===== src/common/timer_regs.svh =====
`ifndef TIMER_REGS_SVH
`define TIMER_REGS_SVH

// Byte offsets on the register bus
`define OFS_CTRL_A 8'h00
`define OFS_CTRL_B 8'h04
`define OFS_COUNT 8'h08
`define OFS_CMP_A 8'h0c
`define OFS_CMP_B 8'h10
`define OFS_FLAGS 8'h14
`define OFS_MASK 8'h18

// Field positions
`define CA_WGM_LO 1:0
`define CA_COM_B 5:4
`define CA_COM_A 7:6
`define CB_CS 2:0
`define CB_WGM2 3
`define CB_FOC_B 6
`define CB_FOC_A 7
`define FL_OVF 0
`define FL_CMP_A 1
`define FL_CMP_B 2

// Reset and special values
`define RST_BYTE 8'h00
`define RST_FLAGS 3'h0
`define VAL_BOTTOM 8'h00
`define VAL_MAX 8'hff

// Clock select codes
`define CS_STOP 3'h0
`define CS_DIV1 3'h1
`define CS_TAP0 3'h2
`define CS_TAP1 3'h3
`define CS_TAP2 3'h4
`define CS_TAP3 3'h5
`define CS_EXT_FALL 3'h6
`define CS_EXT_RISE 3'h7

// Waveform mode codes
`define WGM_NORMAL 3'h0
`define WGM_CTC 3'h2

`endif


===== src/common/timer_pkg.sv =====
package timer_pkg;

    typedef struct packed {
        logic tick;
        logic match;
        logic force_hit;
        logic at_top;
        logic counting_down;
        logic pwm;
        logic phase_correct;
        logic reload;
    } chan_evt_type;

endpackage


===== src/hdl/tick_select.sv =====
`include "timer_regs.svh"

module tick_select (
    input wire logic core_clk,
    input wire logic rst_n,
    input wire logic [2:0] clock_select_field,
    input wire logic [3:0] prescale_taps,
    input wire logic external_count_pin,
    output logic timer_tick
);
    logic pin_meta_r;
    logic pin_sync_r;
    logic pin_prev_r;
    logic pin_rise;
    logic pin_fall;

    always_ff @(posedge core_clk) begin
        if (!rst_n) begin
            pin_meta_r <= 1'b0;
            pin_sync_r <= 1'b0;
            pin_prev_r <= 1'b0;
        end else begin
            pin_meta_r <= external_count_pin;
            pin_sync_r <= pin_meta_r;
            pin_prev_r <= pin_sync_r;
        end
    end

    assign pin_rise = pin_sync_r & ~pin_prev_r;
    assign pin_fall = ~pin_sync_r & pin_prev_r;

    always_comb begin
        unique case (clock_select_field)
            `CS_STOP: timer_tick = 1'b0;
            `CS_DIV1: timer_tick = 1'b1;
            `CS_TAP0: timer_tick = prescale_taps[0];
            `CS_TAP1: timer_tick = prescale_taps[1];
            `CS_TAP2: timer_tick = prescale_taps[2];
            `CS_TAP3: timer_tick = prescale_taps[3];
            `CS_EXT_FALL: timer_tick = pin_fall;
            `CS_EXT_RISE: timer_tick = pin_rise;
        endcase
    end

    chk_stop_no_tick: assert property (@(posedge core_clk) disable iff (!rst_n)
        clock_select_field == `CS_STOP |-> !timer_tick)
        else $error("tick delivered while stopped");
    chk_ext_rise_tick: assert property (@(posedge core_clk) disable iff (!rst_n)
        clock_select_field == `CS_EXT_RISE && $rose(pin_sync_r) |-> timer_tick)
        else $error("rising pin edge gave no tick");
endmodule


===== src/hdl/compare_channel.sv =====
`include "timer_regs.svh"

module compare_channel #(
    parameter int WIDTH = 8
) (
    input wire logic core_clk,
    input wire logic rst_n,
    input timer_pkg::chan_evt_type evt,
    input wire logic [1:0] compare_output_mode,
    input wire logic cpu_wr,
    input wire logic [WIDTH-1:0] cpu_data,
    output logic [WIDTH-1:0] compare_active,
    output logic [WIDTH-1:0] compare_buf,
    output logic wave_out,
    output logic wave_oe
);
    import timer_pkg::*;

    logic hit;

    // Buffer takes every CPU write; active copy follows it at once unless buffered
    always_ff @(posedge core_clk) begin
        if (!rst_n) begin
            compare_buf <= `RST_BYTE;
            compare_active <= `RST_BYTE;
        end else begin
            if (cpu_wr) begin
                compare_buf <= cpu_data;
            end
            if (cpu_wr && !evt.pwm) begin
                compare_active <= cpu_data;
            end else if (evt.pwm && evt.reload) begin
                compare_active <= compare_buf;
            end
        end
    end

    assign hit = evt.force_hit | (evt.tick & evt.match);
    assign wave_oe = |compare_output_mode;

    always_ff @(posedge core_clk) begin
        if (!rst_n) begin
            wave_out <= 1'b0;
        end else if (!evt.pwm) begin
            if (hit) begin
                unique case (compare_output_mode)
                    2'h0: wave_out <= wave_out;
                    2'h1: wave_out <= ~wave_out;
                    2'h2: wave_out <= 1'b0;
                    2'h3: wave_out <= 1'b1;
                endcase
            end
        end else if (evt.tick && compare_output_mode[1]) begin
            if (evt.match) begin
                wave_out <= compare_output_mode[0] ^ (evt.phase_correct & evt.counting_down);
            end else if (!evt.phase_correct && evt.at_top) begin
                wave_out <= ~compare_output_mode[0];
            end
        end
    end

    chk_direct_write: assert property (@(posedge core_clk) disable iff (!rst_n)
        cpu_wr && !evt.pwm |=> compare_active == $past(cpu_data))
        else $error("unbuffered write did not reach compare");
    chk_buffer_hold: assert property (@(posedge core_clk) disable iff (!rst_n)
        evt.pwm && !evt.reload |=> $stable(compare_active))
        else $error("buffered compare changed off top");
    chk_force_toggle: assert property (@(posedge core_clk) disable iff (!rst_n)
        !evt.pwm && evt.force_hit && compare_output_mode == 2'h1 |=> wave_out != $past(wave_out))
        else $error("force strobe did not toggle output");
endmodule


===== src/hdl/timer_counter.sv =====
// Overview of operation
// - Count and both compare values are 8-bit registers.
// - Every interrupt request is a flag, each gated by its own mask bit.
// - Tick comes from prescaler taps or external pin, with selectable edge.
// - Clock select zero delivers no ticks; counter stays stopped.
// - Count 0x00 is bottom; phase correct mode flags overflow on a tick there.
// - Count 0xFF is the maximum of the 8-bit counter.
// - Top is 0xFF or compare A value, chosen by waveform mode.
// - Each tick clears, increments or decrements the counter by mode.
// - CPU may read and write the count at any time.
// - CPU count write beats a simultaneous hardware clear or step.
// - Waveform mode: two low bits in control A, high bit in control B.
// - Overflow flag sets where the mode says and can request interrupt.
// - Counter is compared with both compare values every cycle.
// - A match sets that channel's compare flag on the next tick.
// - A serviced, unmasked compare interrupt clears its own flag.
// - Writing one clears a flag; writing zero leaves it.
// - Outputs formed from match, waveform mode and output mode, with top/bottom.
// - Compare values double buffered in PWM modes only.
// - Buffered compare value loads into active register only at top.
// - CPU compare access goes to buffer when buffered, else directly.
// - Mode 0 counts up, wraps 0xFF to 0, overflow at zero.
// - Mode 2 clears the counter on a compare A match.
// - A count write blocks all compare matches for the next tick.
// - Non-PWM force strobe acts as a match without flag or clear.
//
// The Wishbone interface to the registers and the placing of the registers are this design's own decisions.
`include "timer_regs.svh"

module timer_counter #(
    parameter int WIDTH = 8
) (
    input wire logic core_clk,
    input wire logic rst_n,
    input wire logic wb_cyc_i,
    input wire logic wb_stb_i,
    input wire logic wb_we_i,
    input wire logic [7:0] wb_adr_i,
    input wire logic [3:0] wb_sel_i,
    input wire logic [31:0] wb_dat_i,
    output logic [31:0] wb_dat_o,
    output logic wb_ack_o,
    input wire logic [3:0] prescale_taps,
    input wire logic external_count_pin,
    input wire logic [2:0] irq_ack,
    output logic [2:0] irq_req,
    output logic wave_out_a,
    output logic wave_out_b,
    output logic wave_oe_a,
    output logic wave_oe_b
);
    import timer_pkg::*;

    logic [7:0] timer_control_a_r;
    logic [3:0] timer_control_b_r;
    logic [WIDTH-1:0] timer_count_r;
    logic [WIDTH-1:0] count_nxt;
    logic [2:0] timer_flag_register_r;
    logic [2:0] timer_mask_register_r;
    logic block_r;
    logic down_r;
    logic down_nxt;
    logic ack_r;
    logic [7:0] rdat_r;
    logic [7:0] rdat_nxt;

    logic [7:0] adr;
    logic access;
    logic wr;
    logic count_wr;
    logic timer_tick;
    logic [2:0] waveform_mode_field;
    logic pwm;
    logic phase_correct;
    logic top_from_a;
    logic [WIDTH-1:0] top_value;
    logic at_top;
    logic at_bottom;
    logic step_ok;
    logic ovf_set;
    logic [1:0] cmp_set;
    logic [2:0] flag_set;
    logic [2:0] flag_clr;
    logic [1:0] eq;
    logic [1:0] match;
    logic [1:0] cmp_wr;
    logic [1:0] force_hit;
    logic [1:0] wave;
    logic [1:0] oe;
    logic [WIDTH-1:0] active [2];
    logic [WIDTH-1:0] buffered [2];

    // Wishbone slave: one wait state, ack pulses for a single cycle
    assign adr = {wb_adr_i[7:2], 2'b00};
    assign access = wb_cyc_i & wb_stb_i & ~ack_r;
    assign wr = access & wb_we_i & wb_sel_i[0];
    assign count_wr = wr & (adr == `OFS_COUNT);
    assign wb_ack_o = ack_r;
    assign wb_dat_o = {24'h000000, rdat_r};

    always_ff @(posedge core_clk) begin
        if (!rst_n) begin
            ack_r <= 1'b0;
        end else begin
            ack_r <= access;
        end
    end

    always_comb begin
        unique case (adr)
            `OFS_CTRL_A: rdat_nxt = timer_control_a_r;
            `OFS_CTRL_B: rdat_nxt = {4'h0, timer_control_b_r};
            `OFS_COUNT: rdat_nxt = timer_count_r;
            `OFS_CMP_A: rdat_nxt = buffered[0];
            `OFS_CMP_B: rdat_nxt = buffered[1];
            `OFS_FLAGS: rdat_nxt = {5'h00, timer_flag_register_r};
            `OFS_MASK: rdat_nxt = {5'h00, timer_mask_register_r};
            default: rdat_nxt = 8'h00;
        endcase
    end

    always_ff @(posedge core_clk) begin
        if (!rst_n) begin
            rdat_r <= 8'h00;
        end else if (access) begin
            rdat_r <= rdat_nxt;
        end
    end

    // Control registers; force strobes are not stored and read back as zero
    always_ff @(posedge core_clk) begin
        if (!rst_n) begin
            timer_control_a_r <= `RST_BYTE;
            timer_control_b_r <= 4'h0;
            timer_mask_register_r <= `RST_FLAGS;
        end else if (wr) begin
            if (adr == `OFS_CTRL_A) begin
                timer_control_a_r <= wb_dat_i[7:0];
            end
            if (adr == `OFS_CTRL_B) begin
                timer_control_b_r <= wb_dat_i[3:0];
            end
            if (adr == `OFS_MASK) begin
                timer_mask_register_r <= wb_dat_i[2:0];
            end
        end
    end

    assign waveform_mode_field = {timer_control_b_r[`CB_WGM2], timer_control_a_r[`CA_WGM_LO]};
    assign pwm = waveform_mode_field[0];
    assign phase_correct = waveform_mode_field[0] & ~waveform_mode_field[1];
    assign top_from_a = (waveform_mode_field == `WGM_CTC)
                        | (waveform_mode_field[2] & waveform_mode_field[0]);
    assign top_value = top_from_a ? active[0] : `VAL_MAX;
    assign at_top = timer_count_r == top_value;
    assign at_bottom = timer_count_r == `VAL_BOTTOM;
    assign step_ok = timer_tick & ~count_wr;

    tick_select u_tick (
        .core_clk(core_clk),
        .rst_n(rst_n),
        .clock_select_field(timer_control_b_r[`CB_CS]),
        .prescale_taps(prescale_taps),
        .external_count_pin(external_count_pin),
        .timer_tick(timer_tick)
    );

    // Counter sequencing per waveform mode
    always_comb begin
        count_nxt = timer_count_r;
        down_nxt = down_r;
        if (timer_tick) begin
            if (phase_correct) begin
                if (at_top) begin
                    down_nxt = 1'b1;
                end else if (at_bottom) begin
                    down_nxt = 1'b0;
                end
                count_nxt = down_nxt ? timer_count_r - 8'h01 : timer_count_r + 8'h01;
            end else if ((waveform_mode_field == `WGM_CTC && match[0]) || (pwm && at_top)) begin
                count_nxt = `VAL_BOTTOM;
            end else begin
                count_nxt = timer_count_r + 8'h01;
            end
        end
    end

    always_ff @(posedge core_clk) begin
        if (!rst_n) begin
            timer_count_r <= `RST_BYTE;
            down_r <= 1'b0;
        end else if (count_wr) begin
            timer_count_r <= wb_dat_i[7:0];
        end else begin
            timer_count_r <= count_nxt;
            down_r <= down_nxt;
        end
    end

    // A count write blocks matches until the following tick has passed
    always_ff @(posedge core_clk) begin
        if (!rst_n) begin
            block_r <= 1'b0;
        end else if (count_wr) begin
            block_r <= 1'b1;
        end else if (timer_tick) begin
            block_r <= 1'b0;
        end
    end

    // Flags: hardware set wins over a clear in the same cycle
    assign ovf_set = step_ok & (pwm ? (phase_correct ? at_bottom : at_top)
                               : timer_count_r == `VAL_MAX);
    assign cmp_set = {2{step_ok}} & match;
    assign flag_set = {cmp_set, ovf_set};
    assign flag_clr = (wr && adr == `OFS_FLAGS ? wb_dat_i[2:0] : 3'h0)
                      | (irq_ack & timer_mask_register_r);
    assign irq_req = timer_flag_register_r & timer_mask_register_r;

    always_ff @(posedge core_clk) begin
        if (!rst_n) begin
            timer_flag_register_r <= `RST_FLAGS;
        end else begin
            timer_flag_register_r <= (timer_flag_register_r & ~flag_clr) | flag_set;
        end
    end

    genvar i;
    generate
        for (i = 0; i < 2; i++) begin : g_chan
            localparam int FOC_BIT = (i == 0) ? `CB_FOC_A : `CB_FOC_B;
            chan_evt_type evt;
            logic [7:0] cmp_ofs;

            assign cmp_ofs = (i == 0) ? `OFS_CMP_A : `OFS_CMP_B;
            assign eq[i] = timer_count_r == active[i];
            assign match[i] = eq[i] & ~block_r;
            assign cmp_wr[i] = wr & (adr == cmp_ofs);
            assign force_hit[i] = wr & (adr == `OFS_CTRL_B) & wb_dat_i[FOC_BIT] & ~pwm;
            assign evt.tick = step_ok;
            assign evt.match = match[i];
            assign evt.force_hit = force_hit[i];
            assign evt.at_top = at_top;
            assign evt.counting_down = down_r;
            assign evt.pwm = pwm;
            assign evt.phase_correct = phase_correct;
            assign evt.reload = step_ok & at_top;

            compare_channel #(.WIDTH(WIDTH)) u_chan (
                .core_clk(core_clk),
                .rst_n(rst_n),
                .evt(evt),
                .compare_output_mode(timer_control_a_r[7-2*i -: 2]),
                .cpu_wr(cmp_wr[i]),
                .cpu_data(wb_dat_i[WIDTH-1:0]),
                .compare_active(active[i]),
                .compare_buf(buffered[i]),
                .wave_out(wave[i]),
                .wave_oe(oe[i])
            );
        end
    endgenerate

    assign wave_out_a = wave[0];
    assign wave_out_b = wave[1];
    assign wave_oe_a = oe[0];
    assign wave_oe_b = oe[1];

    // Rule checks on counter, flags and bus
    chk_write_wins: assert property (@(posedge core_clk) disable iff (!rst_n)
        count_wr |=> timer_count_r == $past(wb_dat_i[7:0]))
        else $error("count write lost to hardware update");

    chk_stop_holds: assert property (@(posedge core_clk) disable iff (!rst_n)
        timer_control_b_r[`CB_CS] == `CS_STOP && !count_wr |=> $stable(timer_count_r))
        else $error("stopped counter moved");

    chk_normal_wrap: assert property (@(posedge core_clk) disable iff (!rst_n)
        waveform_mode_field == `WGM_NORMAL && step_ok && timer_count_r == 8'hff
        |=> timer_count_r == 8'h00 && timer_flag_register_r[`FL_OVF])
        else $error("normal wrap or overflow flag wrong");

    chk_ctc_clear: assert property (@(posedge core_clk) disable iff (!rst_n)
        waveform_mode_field == `WGM_CTC && step_ok && match[0] |=> timer_count_r == 8'h00)
        else $error("clear on compare A missing");

    chk_match_blocked: assert property (@(posedge core_clk) disable iff (!rst_n)
        $past(count_wr) && !count_wr |-> cmp_set == 2'h0)
        else $error("match not blocked after count write");

    chk_set_wins: assert property (@(posedge core_clk) disable iff (!rst_n)
        cmp_set[0] |=> timer_flag_register_r[`FL_CMP_A])
        else $error("compare flag set was lost");

    chk_w1c_flag: assert property (@(posedge core_clk) disable iff (!rst_n)
        wr && adr == `OFS_FLAGS && wb_dat_i[`FL_OVF] && !ovf_set
        |=> !timer_flag_register_r[`FL_OVF])
        else $error("write one did not clear overflow");

    chk_ack_pulse: assert property (@(posedge core_clk) disable iff (!rst_n)
        access |=> wb_ack_o ##1 !wb_ack_o)
        else $error("bus ack not a single pulse");

    chk_ovf_bottom: assert property (@(posedge core_clk) disable iff (!rst_n)
        phase_correct && step_ok && at_bottom |=> timer_flag_register_r[`FL_OVF])
        else $error("phase correct overflow missing at bottom");

    chk_fast_wrap: assert property (@(posedge core_clk) disable iff (!rst_n)
        pwm && !phase_correct && step_ok && at_top |=> timer_count_r == `VAL_BOTTOM)
        else $error("fast pwm did not wrap at top");

    chk_pc_turn_down: assert property (@(posedge core_clk) disable iff (!rst_n)
        phase_correct && step_ok && at_top && !at_bottom
        |=> timer_count_r == $past(timer_count_r) - 8'h01)
        else $error("phase correct did not turn down at top");

    chk_mode_low_bits: assert property (@(posedge core_clk) disable iff (!rst_n)
        wr && adr == `OFS_CTRL_A |=> waveform_mode_field[1:0] == $past(wb_dat_i[1:0]))
        else $error("waveform mode low bits not stored");

    chk_mode_high_bit: assert property (@(posedge core_clk) disable iff (!rst_n)
        wr && adr == `OFS_CTRL_B |=> waveform_mode_field[2] == $past(wb_dat_i[`CB_WGM2]))
        else $error("waveform mode high bit not stored");

    chk_serve_clears: assert property (@(posedge core_clk) disable iff (!rst_n)
        irq_ack[`FL_CMP_A] && timer_mask_register_r[`FL_CMP_A] && !cmp_set[0]
        |=> !timer_flag_register_r[`FL_CMP_A])
        else $error("serviced compare flag not cleared");

    chk_zero_keeps: assert property (@(posedge core_clk) disable iff (!rst_n)
        wr && adr == `OFS_FLAGS && !wb_dat_i[`FL_CMP_A] && !irq_ack[`FL_CMP_A]
        && timer_flag_register_r[`FL_CMP_A] |=> timer_flag_register_r[`FL_CMP_A])
        else $error("zero write cleared a flag");

    chk_flag_needs_tick: assert property (@(posedge core_clk) disable iff (!rst_n)
        !step_ok |=> !$rose(timer_flag_register_r[`FL_CMP_A]))
        else $error("compare flag set without a tick");

    // Main scenarios
    cov_ctc_clear: cover property (@(posedge core_clk) disable iff (!rst_n)
        waveform_mode_field == `WGM_CTC && step_ok && match[0]);

    cov_pc_turn: cover property (@(posedge core_clk) disable iff (!rst_n)
        phase_correct && step_ok && at_top ##[1:600] ovf_set);

    cov_force: cover property (@(posedge core_clk) disable iff (!rst_n) force_hit[1]);

    cov_div1_tick: cover property (@(posedge core_clk) disable iff (!rst_n)
        timer_control_b_r[`CB_CS] == `CS_DIV1 && step_ok);

    cov_pc_down_match: cover property (@(posedge core_clk) disable iff (!rst_n)
        phase_correct && step_ok && match[0] && down_r);
endmodule


===== config.mk =====
export PLATFORM = sky130hd
export DESIGN_NAME = timer_counter
export DESIGN_NICKNAME = d
export VERILOG_FILES = /design/src/common/timer_pkg.sv /design/src/hdl/tick_select.sv /design/src/hdl/compare_channel.sv /design/src/hdl/timer_counter.sv
export VERILOG_INCLUDE_DIRS = /design/src /design/src/common
export SDC_FILE = /design/constraint.sdc
export NUM_CORES = 1
export LEC_CHECK = 0
export BUFFER_PORTS_ARGS = -buffer_cell sky130_fd_sc_hd__buf_4
export CELL_PAD_IN_SITES_DETAIL_PLACEMENT = 0
export CELL_PAD_IN_SITES_GLOBAL_PLACEMENT = 1
export CORE_ASPECT_RATIO = 1.25
export CORE_MARGIN = 4
export CORE_UTILIZATION = 44
export DETAILED_ROUTE_END_ITERATION = 6
export PLACE_DENSITY_LB_ADDON = 0.1
export SYNTH_ARGS = -nofsm -noshare
export SYNTH_HDL_FRONTEND = slang
export SYNTH_SLANG_ARGS = --single-unit

===== constraint.sdc =====
create_clock -name core_clk -period 6.2 [get_ports core_clk]
set_input_delay 0.31 -clock core_clk [delete_from_list [all_inputs] [get_ports core_clk]]
set_output_delay 0.31 -clock core_clk [all_outputs]
set_load 0.03 [all_outputs]

Word level (Yosys, flattened, before mapping)
Cells that the tools add are included.
{"block": "word_totals", "in_bits": 57, "word_cells": 160, "reg_bits": 74, "output_inout_bits": 40}
{"block": "op_classes", "n_eq_ne": 30, "add_sub_neg": 2, "n_bitwise": 47, "reduce_logical": 30, "n_mux": 33}
{"op": "2-to-1 mux 8 bit", "n": 10}
{"op": "one-hot mux 8 bit (7 select lines)", "n": 1}
{"op": "AND 1 bit", "n": 24}
{"op": "equality test 8 bit", "n": 3}
{"op": "equality test 6 x 3 -> 1 bit, second input constant", "n": 3}
{"op": "2-to-1 mux 1 bit", "n": 18}
{"op": "logical NOT 8 bit", "n": 2}
{"op": "equality test 3 bit, second input constant", "n": 4}
{"op": "equality test 6 x 2 -> 1 bit, second input constant", "n": 2}
{"op": "inverter 1 bit", "n": 11}
{"op": "nonzero test 2 bit", "n": 5}
{"op": "AND 3 bit", "n": 3}
{"op": "equality test 3 x 2 -> 1 bit, second input constant", "n": 3}
{"op": "logical AND 1 bit", "n": 9}
{"op": "adder 8 x 1 -> 8 bit, second input constant", "n": 1}
{"op": "equality test 2 bit, second input constant", "n": 4}
{"op": "equality test 8 bit, second input constant", "n": 1}
{"op": "one-hot mux 1 bit (8 select lines)", "n": 1}
{"op": "AND reduction 4 bit", "n": 2}
{"op": "subtractor 8 x 1 -> 8 bit, second input constant", "n": 1}
{"op": "equality test 6 x 1 -> 1 bit, second input constant", "n": 1}
{"op": "!= test 3 x 1 -> 1 bit, second input constant", "n": 2}
{"op": "OR 3 bit", "n": 2}
{"op": "one-hot mux 1 bit (3 select lines)", "n": 2}
{"op": "other kinds (16)", "n": 27}

Depth between registers and ports, before layout
{"block": "logic_depth", "ltp_word": 11, "mapped_depth": 10, "mapped_depth_nobuf": 8}

Modules after synthesis
A second synthesis with hierarchy kept.
{"block": "unflattened", "cells_unflattened": 543, "hier_area_um2": 4758.3}
{"mod": "timer_counter", "instances": 1, "cells_per_inst": 376, "area_per_inst_um2": 2952.8, "seq_area_each_um2": 740.7}
{"mod": "compare_channel", "instances": 2, "cells_per_inst": 76, "area_per_inst_um2": 825.8, "seq_area_each_um2": 340.3}
{"mod": "tick_select", "instances": 1, "cells_per_inst": 15, "area_per_inst_um2": 153.9, "seq_area_each_um2": 60.1}

Worst setup path before layout
Ideal clock, no wire load.
{"block": "synth_timing", "path_kind": "flip-flop to flip-flop", "start": "register timer_control_b_r[3]", "end": "register timer_count_r[5]", "t_required_ns": 6.078, "path_stages_with_launch": 8, "t_arrival_ns": 2.292, "setup_slack_ns": 3.786, "setup_ns": 0.122, "path_buffers": 0, "synth_period_minus_slack_ns": 2.414, "path_cell_list": "dfxtp_1 > or3b_4 > a221o_1 > a211oi_4 > a31oi_4 > nand4b_4 > a31o_1 > a221o_1"}
{"block": "synth_via", "elab_chain_len": 11, "elab_cells_between_ends": 16, "classes_between": "eq/ne (2); mux (9); bitwise (2); reduce/logical (3)"}
{"element": "start: declaration", "line": "timer_counter.sv:55", "text": "logic [3:0] timer_control_b_r;"}
{"element": "start signal: assignment", "line": "timer_counter.sv:141", "text": "timer_control_b_r <= wb_dat_i[3:0];"}
{"element": "equality test 3 x 2 -> 1 bit (no line) or AND 1 bit (tied branches)"}
{"element": "OR 1 bit", "line": "timer_counter.sv:152", "text": "assign top_from_a = (waveform_mode_field == `WGM_CTC)"}
{"element": "2-to-1 mux 8 bit (no line)"}
{"element": "equality test 8 bit", "line": "timer_counter.sv:155", "text": "assign at_top = timer_count_r == top_value;"}
{"element": "2-to-1 mux 1 bit", "line": "timer_counter.sv:174", "text": "if (at_top) begin"}
{"element": "2-to-1 mux 1 bit", "line": "timer_counter.sv:173", "text": "if (phase_correct) begin"}
{"element": "2-to-1 mux 1 bit", "line": "timer_counter.sv:172", "text": "if (timer_tick) begin"}
{"element": "2-to-1 mux 8 bit", "line": "timer_counter.sv:179", "text": "count_nxt = down_nxt ? timer_count_r - 8'h01 : timer_count_r + 8'h01;"}
{"element": "2-to-1 mux 8 bit *", "line": "timer_counter.sv:173"}
{"element": "2-to-1 mux 8 bit *", "line": "timer_counter.sv:172"}
{"element": "2-to-1 mux 8 bit *", "line": "timer_counter.sv:192", "text": "end else if (count_wr) begin"}
{"element": "end signal: assignment", "line": "timer_counter.sv:190", "text": "timer_count_r <= `RST_BYTE;"}
{"element": "end signal: assignment", "line": "timer_counter.sv:193", "text": "timer_count_r <= wb_dat_i[7:0];"}
{"element": "end signal: assignment", "line": "timer_counter.sv:195", "text": "timer_count_r <= count_nxt;"}
{"element": "end: declaration", "line": "timer_counter.sv:56", "text": "logic [WIDTH-1:0] timer_count_r;"}
Every way passes the cells marked *; elsewhere a longest branch is shown, timed or not. The select of a mux whose other input is x is not followed.
A chain may end at the register's enable or synchronous reset.

Final worst setup path
{"block": "layout_timing", "start": "register timer_control_a_r[1]", "end": "register g_chan[1].u_chan.compare_active[5]"}
{"block": "layout_via", "elab_chain_len": 7}
{"element": "start: declaration", "line": "timer_counter.sv:54", "text": "logic [7:0] timer_control_a_r;"}
{"element": "start signal: assignment", "line": "timer_counter.sv:133", "text": "timer_control_a_r <= `RST_BYTE;"}
{"element": "start signal: assignment", "line": "timer_counter.sv:138", "text": "timer_control_a_r <= wb_dat_i[7:0];"}
{"element": "equality test 3 x 2 -> 1 bit (no line)"}
{"element": "OR 1 bit", "line": "timer_counter.sv:152"}
{"element": "2-to-1 mux 8 bit (no line)"}
{"element": "equality test 8 bit", "line": "timer_counter.sv:155"}
{"element": "AND 1 bit", "line": "timer_counter.sv:247", "text": "assign evt.reload = step_ok & at_top;"}
{"element": "logical AND 1 bit", "line": "compare_channel.sv:32", "text": "end else if (evt.pwm && evt.reload) begin"}
{"element": "nonzero test 2 bit (no line)"}
{"element": "end signal: assignment", "line": "compare_channel.sv:25", "text": "compare_active <= `RST_BYTE;"}
{"element": "end signal: assignment", "line": "compare_channel.sv:31", "text": "compare_active <= cpu_data;"}
{"element": "end signal: assignment", "line": "compare_channel.sv:33", "text": "compare_active <= compare_buf;"}
{"element": "end: declaration", "line": "compare_channel.sv:12", "text": "output logic [WIDTH-1:0] compare_active,"}
Every way passes these cells.

==> qor.txt <==
CORE AREA - 9759 um^2
initial antenna violation count - 0
Post-Route Setup TNS - 0 ns
Slew @ Worst Pin - 1.108 ns
Tot GR Track Use - 21.84%
Synth Flop Type - dfxtp_1
post-route ant nets - 0
library cells used by synthesis - 73
CTS buffer count - 9
CP max FO - 16
pwr/cell area - 223.2 nW/um^2
Avg Cell Area, Syn - 8.426 um^2
Lkg Pwr - 1.967 nW
fin crit share - 55.61%
unrepaired setup endpoints after global routing - false
die area - 11770 um^2
Non-Filler Instances - 678
postcts setup bufs - 0
most common cell in the synthesized netlist - dfxtp_1
vias in the first global route - 3742
CTS tree - built
min Tclk post-route - 3.448 ns
Slew headroom - 26.01%
Die Ht - 120.3 um
Worst Setup End Kind - register
routed length per instance - 18.71 um
P&R area growth vs syn - 11.95%
Fin Clk Skew - 0.004481 ns
Yosys warnings - 0
n_diodes - 0
initial DRC count - 216
Fill cells - 961
GR Overflow Total - 0
CP peak stage delay - 0.88 ns
Cell Area, Synth - 4441 um^2
maximum root-to-sink buffer count - 2
Via-to-Cell Ratio - 5.676
top cell type by total area after synthesis - dfxtp_1
vias - 3848
CP Buf/Inv Count - 0
post-CTS sizing - 0
Yosys top cell area share - 33.36%
drt drc - 0
# port buffers - 43
Max Transition Viols Final - 0
Startpoint Class - register
Worst Setup Path Type - register to register
Synth Register Bits - 74
fraction of layout cells with a size suffix above 1 - 16.12%
clock sinks - 74
Setup Viol. Count Final - 0
worst-skew pair later-pin latency - 0.33 ns
Hold Crit Class - input port to register
cts hold-fix bufs - 0
first-pass GRT wire length - 20.38 mm
Post-synth EDFFs - 0
Mapped Cells - 527
CTS H-Tree Depth - 3
# IOs - 97
clock root cell - clkbuf_16
Initial Util - 45.50%
Cell Chain, Critical Path - or3b_4 -> a221o_1 -> a211oi_4 -> and2_4 -> and3_1 -> mux2i_1 -> a21oi_1
crit-path leading delay family - simple AND/OR/NAND/NOR gates
status - finished, final reports clean
# rows - 40
max cap viols - 0
sequential-to-total area share from yosys stat - 33.36%
fraction of registers with async set/reset - 0%
arrival time worst endpoint - 3.66 ns
VDD IR max - 0.1578 mV
final hold violations - 0
nets - 607
WP data required - 6.41 ns
WL final - 12.69 mm
CTS clk-pin slew, worst paths - 0.06 ns
total power - 1.110 mW
Post-synth top cells - dfxtp_1 (74), mux2i_1 (59), nor2_1 (58)
DP Cell Count - 662
GP Congestion - 0.8722
DP HPWL - 9.476 mm
Pre-Repair DR Iteration Count - 4
largest net degree at the start of global routing - 45
Worst Hold Slack - 0.1868 ns
slowest CP cell - and3_1
die width - 97.86 um
Area contributors post-synth - dfxtp_1 (33%), mux2i_1 (13%), a21oi_1 (5.0%)
FMAX - 290.1 MHz
[power by group]
| group | total [mW] | switching (mW) | internal [mW] |
|---|---|---|---|
| combinational | 0.0707 | 0.0511 | 0.0196 |
| sequential | 0.478 | 0.000901 | 0.477 |
| clock | 0.561 | 0.207 | 0.354 |
| total | 1.11 | 0.260 | 0.850 |
[placed cells by master, fill, tap and decap left out, types with 7 or more instances in the layout]
cell / count
conb_1: 24
xnor2_1: 7
nand2_1: 40
a22oi_1: 8
dfxtp_1: 74
clkbuf_16: 9
mux2i_1: 59
nor2_1: 58
a21oi_1: 44
nand2b_1: 8
nand4_1: 8
and2_1: 10
nand3_1: 10
o21ai_0: 24
buf_4: 44
nor3_1: 11
[per-layer routing]
metal  track usage, %  part of all wire [%]  vias to the layer above
met3            2.597                   3.3                       24
met1            27.89                    45                     1857
met2            36.37                    49                       86
li1                 -                     -                     1881
met4            10.74                   3.1                        0
met5                0                     0                        -
[final cells by class]
type | instances | area, um^2 | share of cell area (%)
Clock buffer | 10 | 229.0 | 4.606
Clock inverter | 6 | 90.09 | 1.812
Inverter | 9 | 38.79 | 0.7803
Multi-Input combinational cell | 409 | 2644 | 53.18
Sequential cell | 74 | 1481 | 29.80
Tap cell | 126 | 157.7 | 3.171
Timing Repair Buffer | 44 | 330.3 | 6.645
[final timing paths]
kind,depth (start not counted),to,start,slack [ns]
worst max-delay path,7,g_chan[1].u_chan.compare_active[5],timer_control_a_r[1],2.75
worst min-delay path,2,u_tick.pin_meta_r,external_count_pin,0.19
worst min register to register,1,u_tick.pin_sync_r,u_tick.pin_meta_r,0.44
worst max register to register,7,g_chan[1].u_chan.compare_active[5],timer_control_a_r[1],2.75
[through the flow]
stage | setup slack, ns | cell area, um^2 | util (%)
floorplan | 3.786 | 4527 | -
global placement | 2.827 | 4652 | 47.67
detailed placement | 2.795 | 4652 | 47.67
CTS | 2.778 | 4971 | 50.94
global route | 2.603 | 4971 | 50.94
finish | 2.752 | 4971 | 50.94
[registers in the layout, indices dropped and copies added, names as in the netlist]
signal	cells
rdat_r	8
u_tick.pin_sync_r	1
g_chan.u_chan.compare_buf	16
wb_ack_o	1
timer_flag_register_r	3
u_tick.pin_meta_r	1
timer_mask_register_r	3
g_chan.u_chan.wave_out	2
block_r	1
timer_count_r	8
down_r	1
timer_control_a_r	8
g_chan.u_chan.compare_active	16
timer_control_b_r	4
u_tick.pin_prev_r	1
[worst reg2reg max path: stages, from the launching register on]
cell,delay [ns]
dfxtp_1,0.61
or3b_4,0.47
a221o_1,0.39
a211oi_4,0.35
and2_4,0.24
and3_1,0.89
mux2i_1,0.31
a21oi_1,0.09
[cell families after synthesis]
logic type	share of synthesized area, %
buffers and inverters	9.045
xor gates and xnor gates	1.973
AOI/OAI and AO/OA	17.61
and+or+nand+nor	21.25
DFF	33.36
other	0.08445
muxes	15.84
adders and majority gates	0.8454
Note: power is estimated with default switching activity, not from simulation.
